<file path="config.mk">
export PLATFORM = sky130hd
export DESIGN_NAME = fic_fault_ctrl
export DESIGN_NICKNAME = d
export VERILOG_FILES = /design/src/core/fic_fault_ctrl.v /design/src/core/fic_pulse_timer.v
export VERILOG_INCLUDE_DIRS = /design/src /design/src/core
export SDC_FILE = /design/constraint.sdc
export NUM_CORES = 1
export LEC_CHECK = 0
export BUFFER_PORTS_ARGS = -buffer_cell sky130_fd_sc_hd__buf_2
export CORE_MARGIN = 2
export CORE_UTILIZATION = 54
export DETAILED_ROUTE_END_ITERATION = 7
export PLACE_DENSITY = 0.76
export SYNTH_ARGS = -nofsm -noshare
export SYNTH_HDL_FRONTEND = slang
export SYNTH_HIERARCHICAL = 1
export SYNTH_SLANG_ARGS = --single-unit
</file>
<file path="constraint.sdc">
create_clock -name mclk -period 7.55 [get_ports mclk]
set_clock_uncertainty 0.2 [all_clocks]
set_input_delay 1.51 -clock mclk [delete_from_list [all_inputs] [get_ports mclk]]
set_output_delay 1.51 -clock mclk [all_outputs]
set_load 0.02 [all_outputs]
</file>
<file path="src/core/fic_map.vh">
// Register map, field positions, reset values and timing counts for the fault interrupt control
//
// Contract
// - Interrupt line is active low when polarity bit is 0, active high when 1.
// - Event mode 0 holds interrupt asserted while any unmasked latched flag is set.
// - Event mode 1 asserts interrupt following unmasked live conditions, not latched flags.
// - Event mode 2 asserts about 2 ms every 4 ms while unmasked latched flag set.
// - Event mode 3 emits one 2 ms pulse per unmasked interrupt event; the timer ignores events that rise while a pulse is running.
// - Two-bit ADC/mic-bias fault power-down select: none, unmasked only, all; 3 reserved.
// - Readback filter 0 shows all latched flags, 1 shows only unmasked ones.
// - ADC recovery 0 re-powers channels once fault clears; 1 keeps them down.
// - Clear policy 0 clears flag on read only when live is zero; 1 always.
// - Two-bit DAC fault power-down select, reset 10b: none, unmasked, all; 3 reserved.
// - DAC recovery 0 re-powers automatically; 1, the reset value, keeps DAC off.
// - Read-only status bit shows any DAC channel powered down by a fault.
// - Startup inhibit 1 ignores driver gate fault during DAC power-up; 0 powers down.
// - Detect-disable 1 suppresses DAC driver gate and short faults; 0 detects them.
// - Regulator detect-disable 1 suppresses regulator short detection; 0 detects it.
// - Channel 1 overload-mute bit mutes ADC channel 1 during its overload recovery.
// - Channel 2 overload-mute bit mutes ADC channel 2 during its overload recovery.
`ifndef FIC_MAP_VH
`define FIC_MAP_VH

// ----------------------------------------
// Register offsets
// ----------------------------------------
`define FIC_ADDR_INT_CFG 8'h42
`define FIC_ADDR_OUT_FLT 8'h43
`define FIC_ADDR_OVL_MUTE 8'h4b

// ----------------------------------------
// Reset values and writable masks
// ----------------------------------------
`define FIC_RST_INT_CFG 8'h00
`define FIC_RST_OUT_FLT 8'h50
`define FIC_RST_OVL_MUTE 8'h00
`define FIC_WMASK_OUT_FLT 8'h77
`define FIC_WMASK_OVL_MUTE 8'hf8

// ----------------------------------------
// Field positions
// ----------------------------------------
`define FIC_POL_BIT 7
`define FIC_EVT_HI 6
`define FIC_EVT_LO 5
`define FIC_APD_HI 4
`define FIC_APD_LO 3
`define FIC_RDFILT_BIT 2
`define FIC_ARCV_BIT 1
`define FIC_CLRPOL_BIT 0
`define FIC_DPD_HI 6
`define FIC_DPD_LO 5
`define FIC_DRCV_BIT 4
`define FIC_DOFF_BIT 3
`define FIC_SUINH_BIT 2
`define FIC_DDET_BIT 1
`define FIC_RDET_BIT 0
`define FIC_M1_BIT 4
`define FIC_M2_BIT 3

// ----------------------------------------
// Encodings of the fault power-down selects
// ----------------------------------------
`define FIC_PD_NONE 2'h0
`define FIC_PD_UNMASKED 2'h1
`define FIC_PD_ALL 2'h2

// ----------------------------------------
// Timing: pulse width and period in microseconds
// ----------------------------------------
`define FIC_CLK_MHZ 50
`define FIC_PULSE_US 2000
`define FIC_PERIOD_US 4000
`define FIC_PULSE_CYC (`FIC_PULSE_US * `FIC_CLK_MHZ)
`define FIC_PERIOD_CYC (`FIC_PERIOD_US * `FIC_CLK_MHZ)

`endif

</file>
<file path="src/core/fic_fault_ctrl.v">
// Interrupt output and fault power-down control with its three configuration registers
`timescale 1ns/1ps
`include "fic_map.vh"
module fic_fault_ctrl #(
  parameter NFLAG = 8,
  parameter PULSE_CYC = `FIC_PULSE_CYC,
  parameter PERIOD_CYC = `FIC_PERIOD_CYC
) (
  input wire mclk,
  input wire resetn,
  input wire clk_en,
  input wire [7:0] reg_addr,
  input wire [7:0] reg_wdata,
  input wire reg_wr,
  input wire reg_rd,
  output reg [7:0] reg_rdata,
  input wire flag_rd,
  output reg [NFLAG-1:0] flag_rdata,
  output reg [NFLAG-1:0] live_flags,
  input wire [NFLAG-1:0] event_src,
  input wire [NFLAG-1:0] irq_mask,
  input wire [NFLAG-1:0] adc_fault_sel,
  input wire [NFLAG-1:0] dac_fault_sel,
  input wire driver_gate_fault,
  input wire output_short_fault,
  input wire regulator_short,
  input wire dac_powering_up,
  input wire ch1_in_recovery,
  input wire ch2_in_recovery,
  input wire adc_repower,
  input wire dac_repower,
  output reg interrupt_line_low,
  output reg adc_fault_pd,
  output reg dac_fault_pd,
  output reg output_fault_detect_off,
  output reg regulator_short_detect_off,
  output reg ch1_mute,
  output reg ch2_mute
);

  // ----------------------------------------
  // Configuration registers
  // ----------------------------------------
  reg [7:0] interrupt_config;
  reg [7:0] output_fault_config;
  reg [7:0] overload_mute_config;

  wire irq_polarity_sel = interrupt_config[`FIC_POL_BIT];
  wire [1:0] irq_event_sel = interrupt_config[`FIC_EVT_HI:`FIC_EVT_LO];
  wire [1:0] adc_fault_powerdown_sel = interrupt_config[`FIC_APD_HI:`FIC_APD_LO];
  wire latch_readback_filter = interrupt_config[`FIC_RDFILT_BIT];
  wire adc_fault_recovery_sel = interrupt_config[`FIC_ARCV_BIT];
  wire latch_clear_policy = interrupt_config[`FIC_CLRPOL_BIT];
  wire [1:0] output_fault_powerdown_sel = output_fault_config[`FIC_DPD_HI:`FIC_DPD_LO];
  wire output_fault_recovery_sel = output_fault_config[`FIC_DRCV_BIT];
  wire startup_fault_pd_inhibit = output_fault_config[`FIC_SUINH_BIT];
  wire detect_off_cfg = output_fault_config[`FIC_DDET_BIT];
  wire reg_detect_off_cfg = output_fault_config[`FIC_RDET_BIT];
  wire ch1_overload_mute = overload_mute_config[`FIC_M1_BIT];
  wire ch2_overload_mute = overload_mute_config[`FIC_M2_BIT];

  // ----------------------------------------
  // Interrupt event modes
  // ----------------------------------------
  localparam [1:0] MODE_LATCHED = 2'h0;
  localparam [1:0] MODE_LIVE = 2'h1;
  localparam [1:0] MODE_PERIODIC = 2'h2;
  localparam [1:0] MODE_ONE_SHOT = 2'h3;

  // Mode decode kept apart so the timer sees clean single-bit selects
  wire periodic_mode = (irq_event_sel == MODE_PERIODIC);
  wire one_shot_mode = (irq_event_sel == MODE_ONE_SHOT);

  // ----------------------------------------
  // Synchronise the analog-side inputs
  // ----------------------------------------
  localparam NSYNC = NFLAG + 6;
  wire [NSYNC-1:0] raw_in = {event_src, driver_gate_fault, output_short_fault,
    regulator_short, dac_powering_up, ch1_in_recovery, ch2_in_recovery};
  reg [NSYNC-1:0] sync_a;
  reg [NSYNC-1:0] sync_b;

  // First stage is read only by the second stage
  always @(posedge mclk or negedge resetn) begin
    if (!resetn) begin
      sync_a <= {NSYNC{1'b0}};
      sync_b <= {NSYNC{1'b0}};
    end else if (clk_en) begin
      sync_a <= raw_in;
      sync_b <= sync_a;
    end
  end

  // Logic taps only the second stage
  wire [NFLAG-1:0] ev_s = sync_b[NSYNC-1:6];
  wire gate_s = sync_b[5];
  wire short_s = sync_b[4];
  wire reg_s = sync_b[3];
  wire pwrup_s = sync_b[2];
  wire rec1_s = sync_b[1];
  wire rec2_s = sync_b[0];

  // ----------------------------------------
  // Fault qualification
  // ----------------------------------------
  // Gate fault during DAC start-up may be ignored for power-down only
  wire gate_q = gate_s && !detect_off_cfg;
  wire short_q = short_s && !detect_off_cfg;
  wire reg_q = reg_s && !reg_detect_off_cfg;
  wire gate_pd = gate_q && !(startup_fault_pd_inhibit && pwrup_s);

  // ----------------------------------------
  // Live and latched flags
  // ----------------------------------------
  reg [NFLAG-1:0] latched_flags;
  reg [NFLAG-1:0] live_prev;
  wire [NFLAG-1:0] unmasked = ~irq_mask;
  wire [NFLAG-1:0] rise = ev_s & ~live_prev;
  wire flag_read = flag_rd && clk_en;

  // Policy 0 refuses the clear while the condition is still live; policy 1 clears anyway
  wire [NFLAG-1:0] clear_ok = {NFLAG{flag_read}} & ({NFLAG{latch_clear_policy}} | ~ev_s);

  genvar gi;
  generate
    for (gi = 0; gi < NFLAG; gi = gi + 1) begin : g_flag
      // Set wins over a same-cycle read clear so no event is lost
      always @(posedge mclk or negedge resetn) begin
        if (!resetn) begin
          latched_flags[gi] <= 1'b0;
        end else if (clk_en) begin
          if (rise[gi]) begin
            latched_flags[gi] <= 1'b1;
          end else if (clear_ok[gi]) begin
            latched_flags[gi] <= 1'b0;
          end
        end
      end
    end
  endgenerate

  // Live copy follows the condition; the edge reference shares its timing
  always @(posedge mclk or negedge resetn) begin
    if (!resetn) begin
      live_prev <= {NFLAG{1'b0}};
      live_flags <= {NFLAG{1'b0}};
    end else if (clk_en) begin
      live_prev <= ev_s;
      live_flags <= ev_s;
    end
  end

  // Readback snapshot is taken with the pre-clear flags of the same edge
  always @(posedge mclk or negedge resetn) begin
    if (!resetn) begin
      flag_rdata <= {NFLAG{1'b0}};
    end else if (flag_read) begin
      flag_rdata <= latch_readback_filter ? (latched_flags & unmasked) : latched_flags;
    end
  end

  // ----------------------------------------
  // Interrupt waveform
  // ----------------------------------------
  wire any_latched = |(latched_flags & unmasked);
  wire any_live = |(ev_s & unmasked);
  wire any_rise = |(rise & unmasked);
  wire pulse_active;

  // One timer serves both pulse modes; it only starts while one of them is selected
  fic_pulse_timer #(
    .PULSE_CYC(PULSE_CYC),
    .PERIOD_CYC(PERIOD_CYC),
    .CW(32)
  ) u_timer (
    .mclk(mclk),
    .resetn(resetn),
    .clk_en(clk_en),
    .periodic(periodic_mode),
    .request(any_latched),
    .trigger(any_rise && one_shot_mode),
    .active(pulse_active)
  );

  reg irq_assert;
  // Mode mux in front of the polarity stage
  always @* begin
    case (irq_event_sel)
      MODE_LATCHED: irq_assert = any_latched;
      MODE_LIVE: irq_assert = any_live;
      MODE_PERIODIC: irq_assert = pulse_active;
      MODE_ONE_SHOT: irq_assert = pulse_active;
      default: irq_assert = 1'b0;
    endcase
  end

  // Polarity applied after the mode mux; reset level suits the default active-low pin
  wire irq_level = irq_polarity_sel ? irq_assert : !irq_assert;

  // Output level: polarity 0 drives low when asserted
  always @(posedge mclk or negedge resetn) begin
    if (!resetn) begin
      interrupt_line_low <= 1'b1;
    end else if (clk_en) begin
      interrupt_line_low <= irq_level;
    end
  end

  // ----------------------------------------
  // Fault power-down
  // ----------------------------------------
  wire [NFLAG-1:0] adc_faults = ev_s & adc_fault_sel;
  wire [NFLAG-1:0] dac_faults = ev_s & dac_fault_sel;
  reg adc_trip;
  reg dac_trip;

  // Reserved select 3 treated as no power-down
  always @* begin
    case (adc_fault_powerdown_sel)
      `FIC_PD_UNMASKED: adc_trip = |(adc_faults & unmasked) || reg_q;
      `FIC_PD_ALL: adc_trip = (|adc_faults) || reg_q;
      default: adc_trip = 1'b0;
    endcase
  end

  // Gate and short faults count against the DAC whatever the mask says
  always @* begin
    case (output_fault_powerdown_sel)
      `FIC_PD_UNMASKED: dac_trip = |(dac_faults & unmasked) || gate_pd || short_q;
      `FIC_PD_ALL: dac_trip = (|dac_faults) || gate_pd || short_q;
      default: dac_trip = 1'b0;
    endcase
  end

  // Auto recovery follows the fault; manual holds until software repowers
  always @(posedge mclk or negedge resetn) begin
    if (!resetn) begin
      adc_fault_pd <= 1'b0;
    end else if (clk_en) begin
      if (adc_trip) begin
        adc_fault_pd <= 1'b1;
      end else if (!adc_fault_recovery_sel || adc_repower) begin
        adc_fault_pd <= 1'b0;
      end
    end
  end

  // DAC recovery is manual out of reset, so a fault stays visible until released
  always @(posedge mclk or negedge resetn) begin
    if (!resetn) begin
      dac_fault_pd <= 1'b0;
    end else if (clk_en) begin
      if (dac_trip) begin
        dac_fault_pd <= 1'b1;
      end else if (!output_fault_recovery_sel || dac_repower) begin
        dac_fault_pd <= 1'b0;
      end
    end
  end

  // ----------------------------------------
  // Overload mute and detect enables
  // ----------------------------------------
  // Mute only while the converter itself reports recovery; no hold-off is added
  always @(posedge mclk or negedge resetn) begin
    if (!resetn) begin
      ch1_mute <= 1'b0;
      ch2_mute <= 1'b0;
    end else if (clk_en) begin
      ch1_mute <= ch1_overload_mute && rec1_s;
      ch2_mute <= ch2_overload_mute && rec2_s;
    end
  end

  // Detect enables reach the analog side one cycle after the write
  always @(posedge mclk or negedge resetn) begin
    if (!resetn) begin
      output_fault_detect_off <= 1'b0;
      regulator_short_detect_off <= 1'b0;
    end else if (clk_en) begin
      output_fault_detect_off <= detect_off_cfg;
      regulator_short_detect_off <= reg_detect_off_cfg;
    end
  end

  // ----------------------------------------
  // Register port
  // ----------------------------------------
  // One strobe per register keeps each write path a plain enable
  wire wr_int_cfg = clk_en && reg_wr && (reg_addr == `FIC_ADDR_INT_CFG);
  wire wr_out_flt = clk_en && reg_wr && (reg_addr == `FIC_ADDR_OUT_FLT);
  wire wr_ovl_mute = clk_en && reg_wr && (reg_addr == `FIC_ADDR_OVL_MUTE);

  // Every bit of the interrupt configuration is writable
  always @(posedge mclk or negedge resetn) begin
    if (!resetn) begin
      interrupt_config <= `FIC_RST_INT_CFG;
    end else if (wr_int_cfg) begin
      interrupt_config <= reg_wdata;
    end
  end

  // Read-only bits ignore writes so reserved bits stay at reset value
  always @(posedge mclk or negedge resetn) begin
    if (!resetn) begin
      output_fault_config <= `FIC_RST_OUT_FLT;
    end else if (wr_out_flt) begin
      output_fault_config <= reg_wdata & `FIC_WMASK_OUT_FLT;
    end
  end

  // Upper reserved bits are plain storage; the low three always read zero
  always @(posedge mclk or negedge resetn) begin
    if (!resetn) begin
      overload_mute_config <= `FIC_RST_OVL_MUTE;
    end else if (wr_ovl_mute) begin
      overload_mute_config <= reg_wdata & `FIC_WMASK_OVL_MUTE;
    end
  end

  // ----------------------------------------
  // Register reads
  // ----------------------------------------
  // Read data registered one cycle after the strobe; unmapped reads zero
  always @(posedge mclk or negedge resetn) begin
    if (!resetn) begin
      reg_rdata <= 8'h00;
    end else if (clk_en && reg_rd) begin
      case (reg_addr)
        `FIC_ADDR_INT_CFG: reg_rdata <= interrupt_config;
        `FIC_ADDR_OUT_FLT: begin
          reg_rdata <= output_fault_config;
          reg_rdata[`FIC_DOFF_BIT] <= dac_fault_pd;
        end
        `FIC_ADDR_OVL_MUTE: reg_rdata <= overload_mute_config;
        default: reg_rdata <= 8'h00;
      endcase
    end
  end

endmodule

</file>
<file path="src/core/fic_pulse_timer.v">
// Pulse timer that drives the periodic and one-shot interrupt waveforms
`timescale 1ns/1ps
module fic_pulse_timer #(
  parameter PULSE_CYC = 100000,
  parameter PERIOD_CYC = 200000,
  parameter CW = 18
) (
  input wire mclk,
  input wire resetn,
  input wire clk_en,
  input wire periodic,
  input wire request,
  input wire trigger,
  output reg active
);

  // ----------------------------------------
  // Counter
  // ----------------------------------------
  reg [CW-1:0] count;
  reg running;
  wire [CW-1:0] pulse_end = PULSE_CYC[CW-1:0] - {{(CW-1){1'b0}}, 1'b1};
  wire [CW-1:0] period_end = PERIOD_CYC[CW-1:0] - {{(CW-1){1'b0}}, 1'b1};

  // Periodic mode restarts each period while requested; one-shot runs a single pulse
  always @(posedge mclk or negedge resetn) begin
    if (!resetn) begin
      count <= {CW{1'b0}};
      running <= 1'b0;
      active <= 1'b0;
    end else if (clk_en) begin
      if (!running) begin
        if ((periodic && request) || (!periodic && trigger)) begin
          running <= 1'b1;
          active <= 1'b1;
          count <= {CW{1'b0}};
        end else begin
          active <= 1'b0;
        end
      end else begin
        count <= count + {{(CW-1){1'b0}}, 1'b1};
        if (count == pulse_end) begin
          active <= 1'b0;
        end
        if (periodic ? (count == period_end) : (count == pulse_end)) begin
          // Back to back pulses in periodic mode keep the 4 ms rhythm
          running <= periodic && request;
          active <= periodic && request;
          count <= {CW{1'b0}};
        end else if (periodic && !request) begin
          running <= 1'b0;
          active <= 1'b0;
        end
      end
    end
  end

endmodule

</file>
==> flow_summary.json <==
{
  "dpl.hpwl_um": 10800,
  "worstHoldPathType": "reg -> reg",
  "clockBufferDepth": 2,
  "yosysSeqAreaShare": 0.481,
  "gr-usage-all-layers": 0.261,
  "fin_tns_setup_ps": 0,
  "dominantRegCellSynth": "dfrtp_1",
  "critPathKind": "in -> reg",
  "seq_area_um2": 3010,
  "status": "finished, final reports clean",
  "multiInputGateArea_um2": 2980,
  "synth_nets": 672,
  "fmax_ghz": 0.251,
  "powerDensity_nw_per_um2": 270,
  "met3_usage": 0.0599,
  "syn_area_per_cell_um2": 10.3,
  "grt_pass1_wl_um": 25900,
  "fin_cells": 844,
  "fillers": 848,
  "first_pass_iters": 7,
  "cp.required_ps": 7640,
  "drtIter0Drc": 479,
  "met2_usage": 0.423,
  "syn_inst": 607,
  "io_buffers": 92,
  "grt_max_degree": 63,
  "min_period_ps": 3980,
  "drc": 0,
  "cts_setup_buffers": 0,
  "critical_path.cell_chain": "buf_2 > nor2b_1 > nor2b_1 > a2111oi_0 > a31oi_1 > mux2_2 > o21ai_2 > or3_1 > xor2_1 > nor2_1",
  "slowest_stage": "o21ai_2",
  "die_h_um": 112,
  "grt.busiest_layer": "met2",
  "place_congestion": 0.987,
  "grt_pass1_vias": 5185,
  "yosysWarnings": 6,
  "routedWlPerCell_um": 18.5,
  "hold_viol": 0,
  "critPathArrivalTime_ps": 4070,
  "cts_made_buffers": 17,
  "crit_fanout": 28,
  "cts_root_buf": "clkbuf_16",
  "synth-seq-cells": 120,
  "use_met1": 0.332,
  "area_delta_synth_final_pct": 17.6,
  "fin_crit_sh": 0.528,
  "antenna_found_initial": 0,
  "grt-ovfl-total": 0,
  "path_common_cell": "nor2b_1",
  "die_width_um": 112,
  "maxCapViolCount": 0,
  "vias": 5177,
  "fin_nets": 753,
  "max_stage_delay_ps": 860,
  "cp-end-kind": "flip-flop",
  "ctsHtreeMaxLevel": 4,
  "synthArstFlopShare": 1.00,
  "core-area_um2": 11400,
  "diodes": 0,
  "slew_violations": 0,
  "ys_types": 65,
  "ctsHoldBuffers": 0,
  "synth_edf_count": 0,
  "cts_tree": "yes",
  "worst_slew_pin_slew_ps": 1200,
  "ios": 93,
  "worst_setup_path_start_kind": "input port",
  "ant_nets": 0,
  "dpl.cell_count": 812,
  "vdd_drop_max_mv": 0.192,
  "min_path_cells": 2,
  "row_count": 39,
  "clkTransAtPathRegs_ps": 50,
  "r2r.worst_path.cells": 9,
  "grt_setup_unrepaired": "no",
  "setup_viol": 0,
  "route.detailed.vias_per_inst": 6.13,
  "syn-cell-area_um2": 6250,
  "routed_wl_um": 15600,
  "max_slew_margin": 0.202,
  "insertion_delay_ps": 430,
  "cts_sinks": 120,
  "cts_resized": 0,
  "start_util": 0.550,
  "fin_util": 0.647,
  "die_area_um2": 12500,
  "leakage_nw": 3.31,
  "drive_gt1_frac": 0.271
}
-- cells in the mapped netlist (6+ instances only) --
cell type | count | share of area
a22o_1 | 14 | 0.020
a22oi_1 | 6 | 0.0072
a31oi_1 | 6 | 0.0060
and3_1 | 7 | 0.0070
buf_2 | 6 | 0.0048
clkbuf_1 | 19 | 0.011
dfrtp_1 | 117 | 0.47
inv_1 | 28 | 0.017
mux2_2 | 43 | 0.077
mux2_4 | 8 | 0.019
mux2i_1 | 9 | 0.014
nand2_1 | 71 | 0.043
nand2b_1 | 8 | 0.0080
nand3_1 | 27 | 0.022
nand3b_1 | 9 | 0.011
nand4_1 | 14 | 0.014
nand4b_1 | 9 | 0.013
nor2_1 | 24 | 0.014
nor2b_1 | 12 | 0.012
nor3_1 | 10 | 0.0080
nor4_1 | 6 | 0.0060
o21ai_0 | 32 | 0.026
o21ai_1 | 6 | 0.0048
o22ai_1 | 13 | 0.013
or3_1 | 7 | 0.0070
or4_1 | 8 | 0.0096
xnor2_1 | 9 | 0.013
-- final cells by class --
cell class              count  area share
clock buffers              25      0.0660
inverters                  28      0.0143
clock inverters             7      0.0162
flip-flops and latches    120       0.409
well taps                 143      0.0243
multi-input cells         427       0.406
repair buffers             94      0.0650
-- critical path, delay by kind of cell --
kind / cells / cell delay, ps
xor gates and xnor gates: 1 / 150
muxes: 1 / 330
and+or+nand+nor: 4 / 540
buffers and inverters: 1 / 110
AOI/OAI and AO/OA: 3 / 1420
-- routing by layer --
metal	up-vias	share of wire	routed length, um
li1	2382	-	-
met1	2522	0.42	6530
met2	232	0.48	7550
met3	41	0.069	1070
met4	0	0.028	435
met5	-	0	0
-- placed cells by master, fill, tap and decap left out, types with 6 or more instances in the layout --
cell       instances
or4_1              8
mux2_2            43
nor2_1            24
nand4_1           14
a31oi_1            6
buf_2             91
mux2i_1            9
nor3_1            10
o21ai_0           32
nand2b_1           8
nand3b_1           9
nand3_1           27
a22o_1            14
dfrtp_1          117
clkbuf_16         17
nand4b_1           9
xnor2_1            9
and3_1             7
nor2b_1           12
nand2_1           71
o21ai_1            6
a22oi_1            6
nor4_1             6
or3_1              7
inv_1             28
o22ai_1           13
mux2_4             8
-- where the power goes --
group	leakage (nW)	total, mW	internal [mW]	switching, mW
sequential	1.48	0.853	0.736	0.117
combinational	1.54	0.304	0.140	0.164
clock	0.288	0.830	0.545	0.285
-- stage by stage --
stage | hold slack [ps] | worst slack, ps | instance area, um^2 | power (mW)
final | 277 | 3570 | 7360 | 1.99
after global routing | 300 | 3320 | 7360 | 2.06
after CTS | 284 | 3560 | 7360 | 1.99
after detailed placement | 273 | 3130 | 6750 | 1.16
after global placement | 262 | 3180 | 6750 | 1.14
after floorplan | 273 | 3860 | 6250 | 1.04
-- cell families (layout without fill, tap and decap cells) --
kind of cell	Yosys count	count (layout)	synth area share
fa+ha+maj	3	3	0.00600
simple gates	234	234	0.209
flops	120	120	0.481
mux	60	60	0.111
compound gates	116	116	0.131
buf+inv	60	154	0.0422
xor+xnor	14	14	0.0196
-- sequential cells by signal, indices dropped and copies added (netlist names) --
name                        cells
u_timer/count                  32
sync_a                         14
sync_b                         14
flag_rdata                      8
interrupt_config                8
latched_flags                   8
live_prev                       8
reg_rdata                       8
output_fault_config             6
overload_mute_config            5
adc_fault_pd                    1
ch1_mute                        1
ch2_mute                        1
dac_fault_pd                    1
interrupt_line_low              1
output_fault_detect_off         1
regulator_short_detect_off      1
u_timer/active                  1
u_timer/running                 1
-- final timing paths --
check                      slack, ps          start          endpoint
hold / removal                   280  flag_rdata[6]     flag_rdata[6]
max in group asynchronous       4930         resetn  latched_flags[3]
setup / recovery                3570    irq_mask[5]  u_timer/count[7]
min in group asynchronous        970         resetn      reg_rdata[7]
hold reg to reg                  280  flag_rdata[6]     flag_rdata[6]
setup reg to reg                4170     sync_b[11]  u_timer/count[7]
No activity file was read; power rests on OpenSTA's default activity.
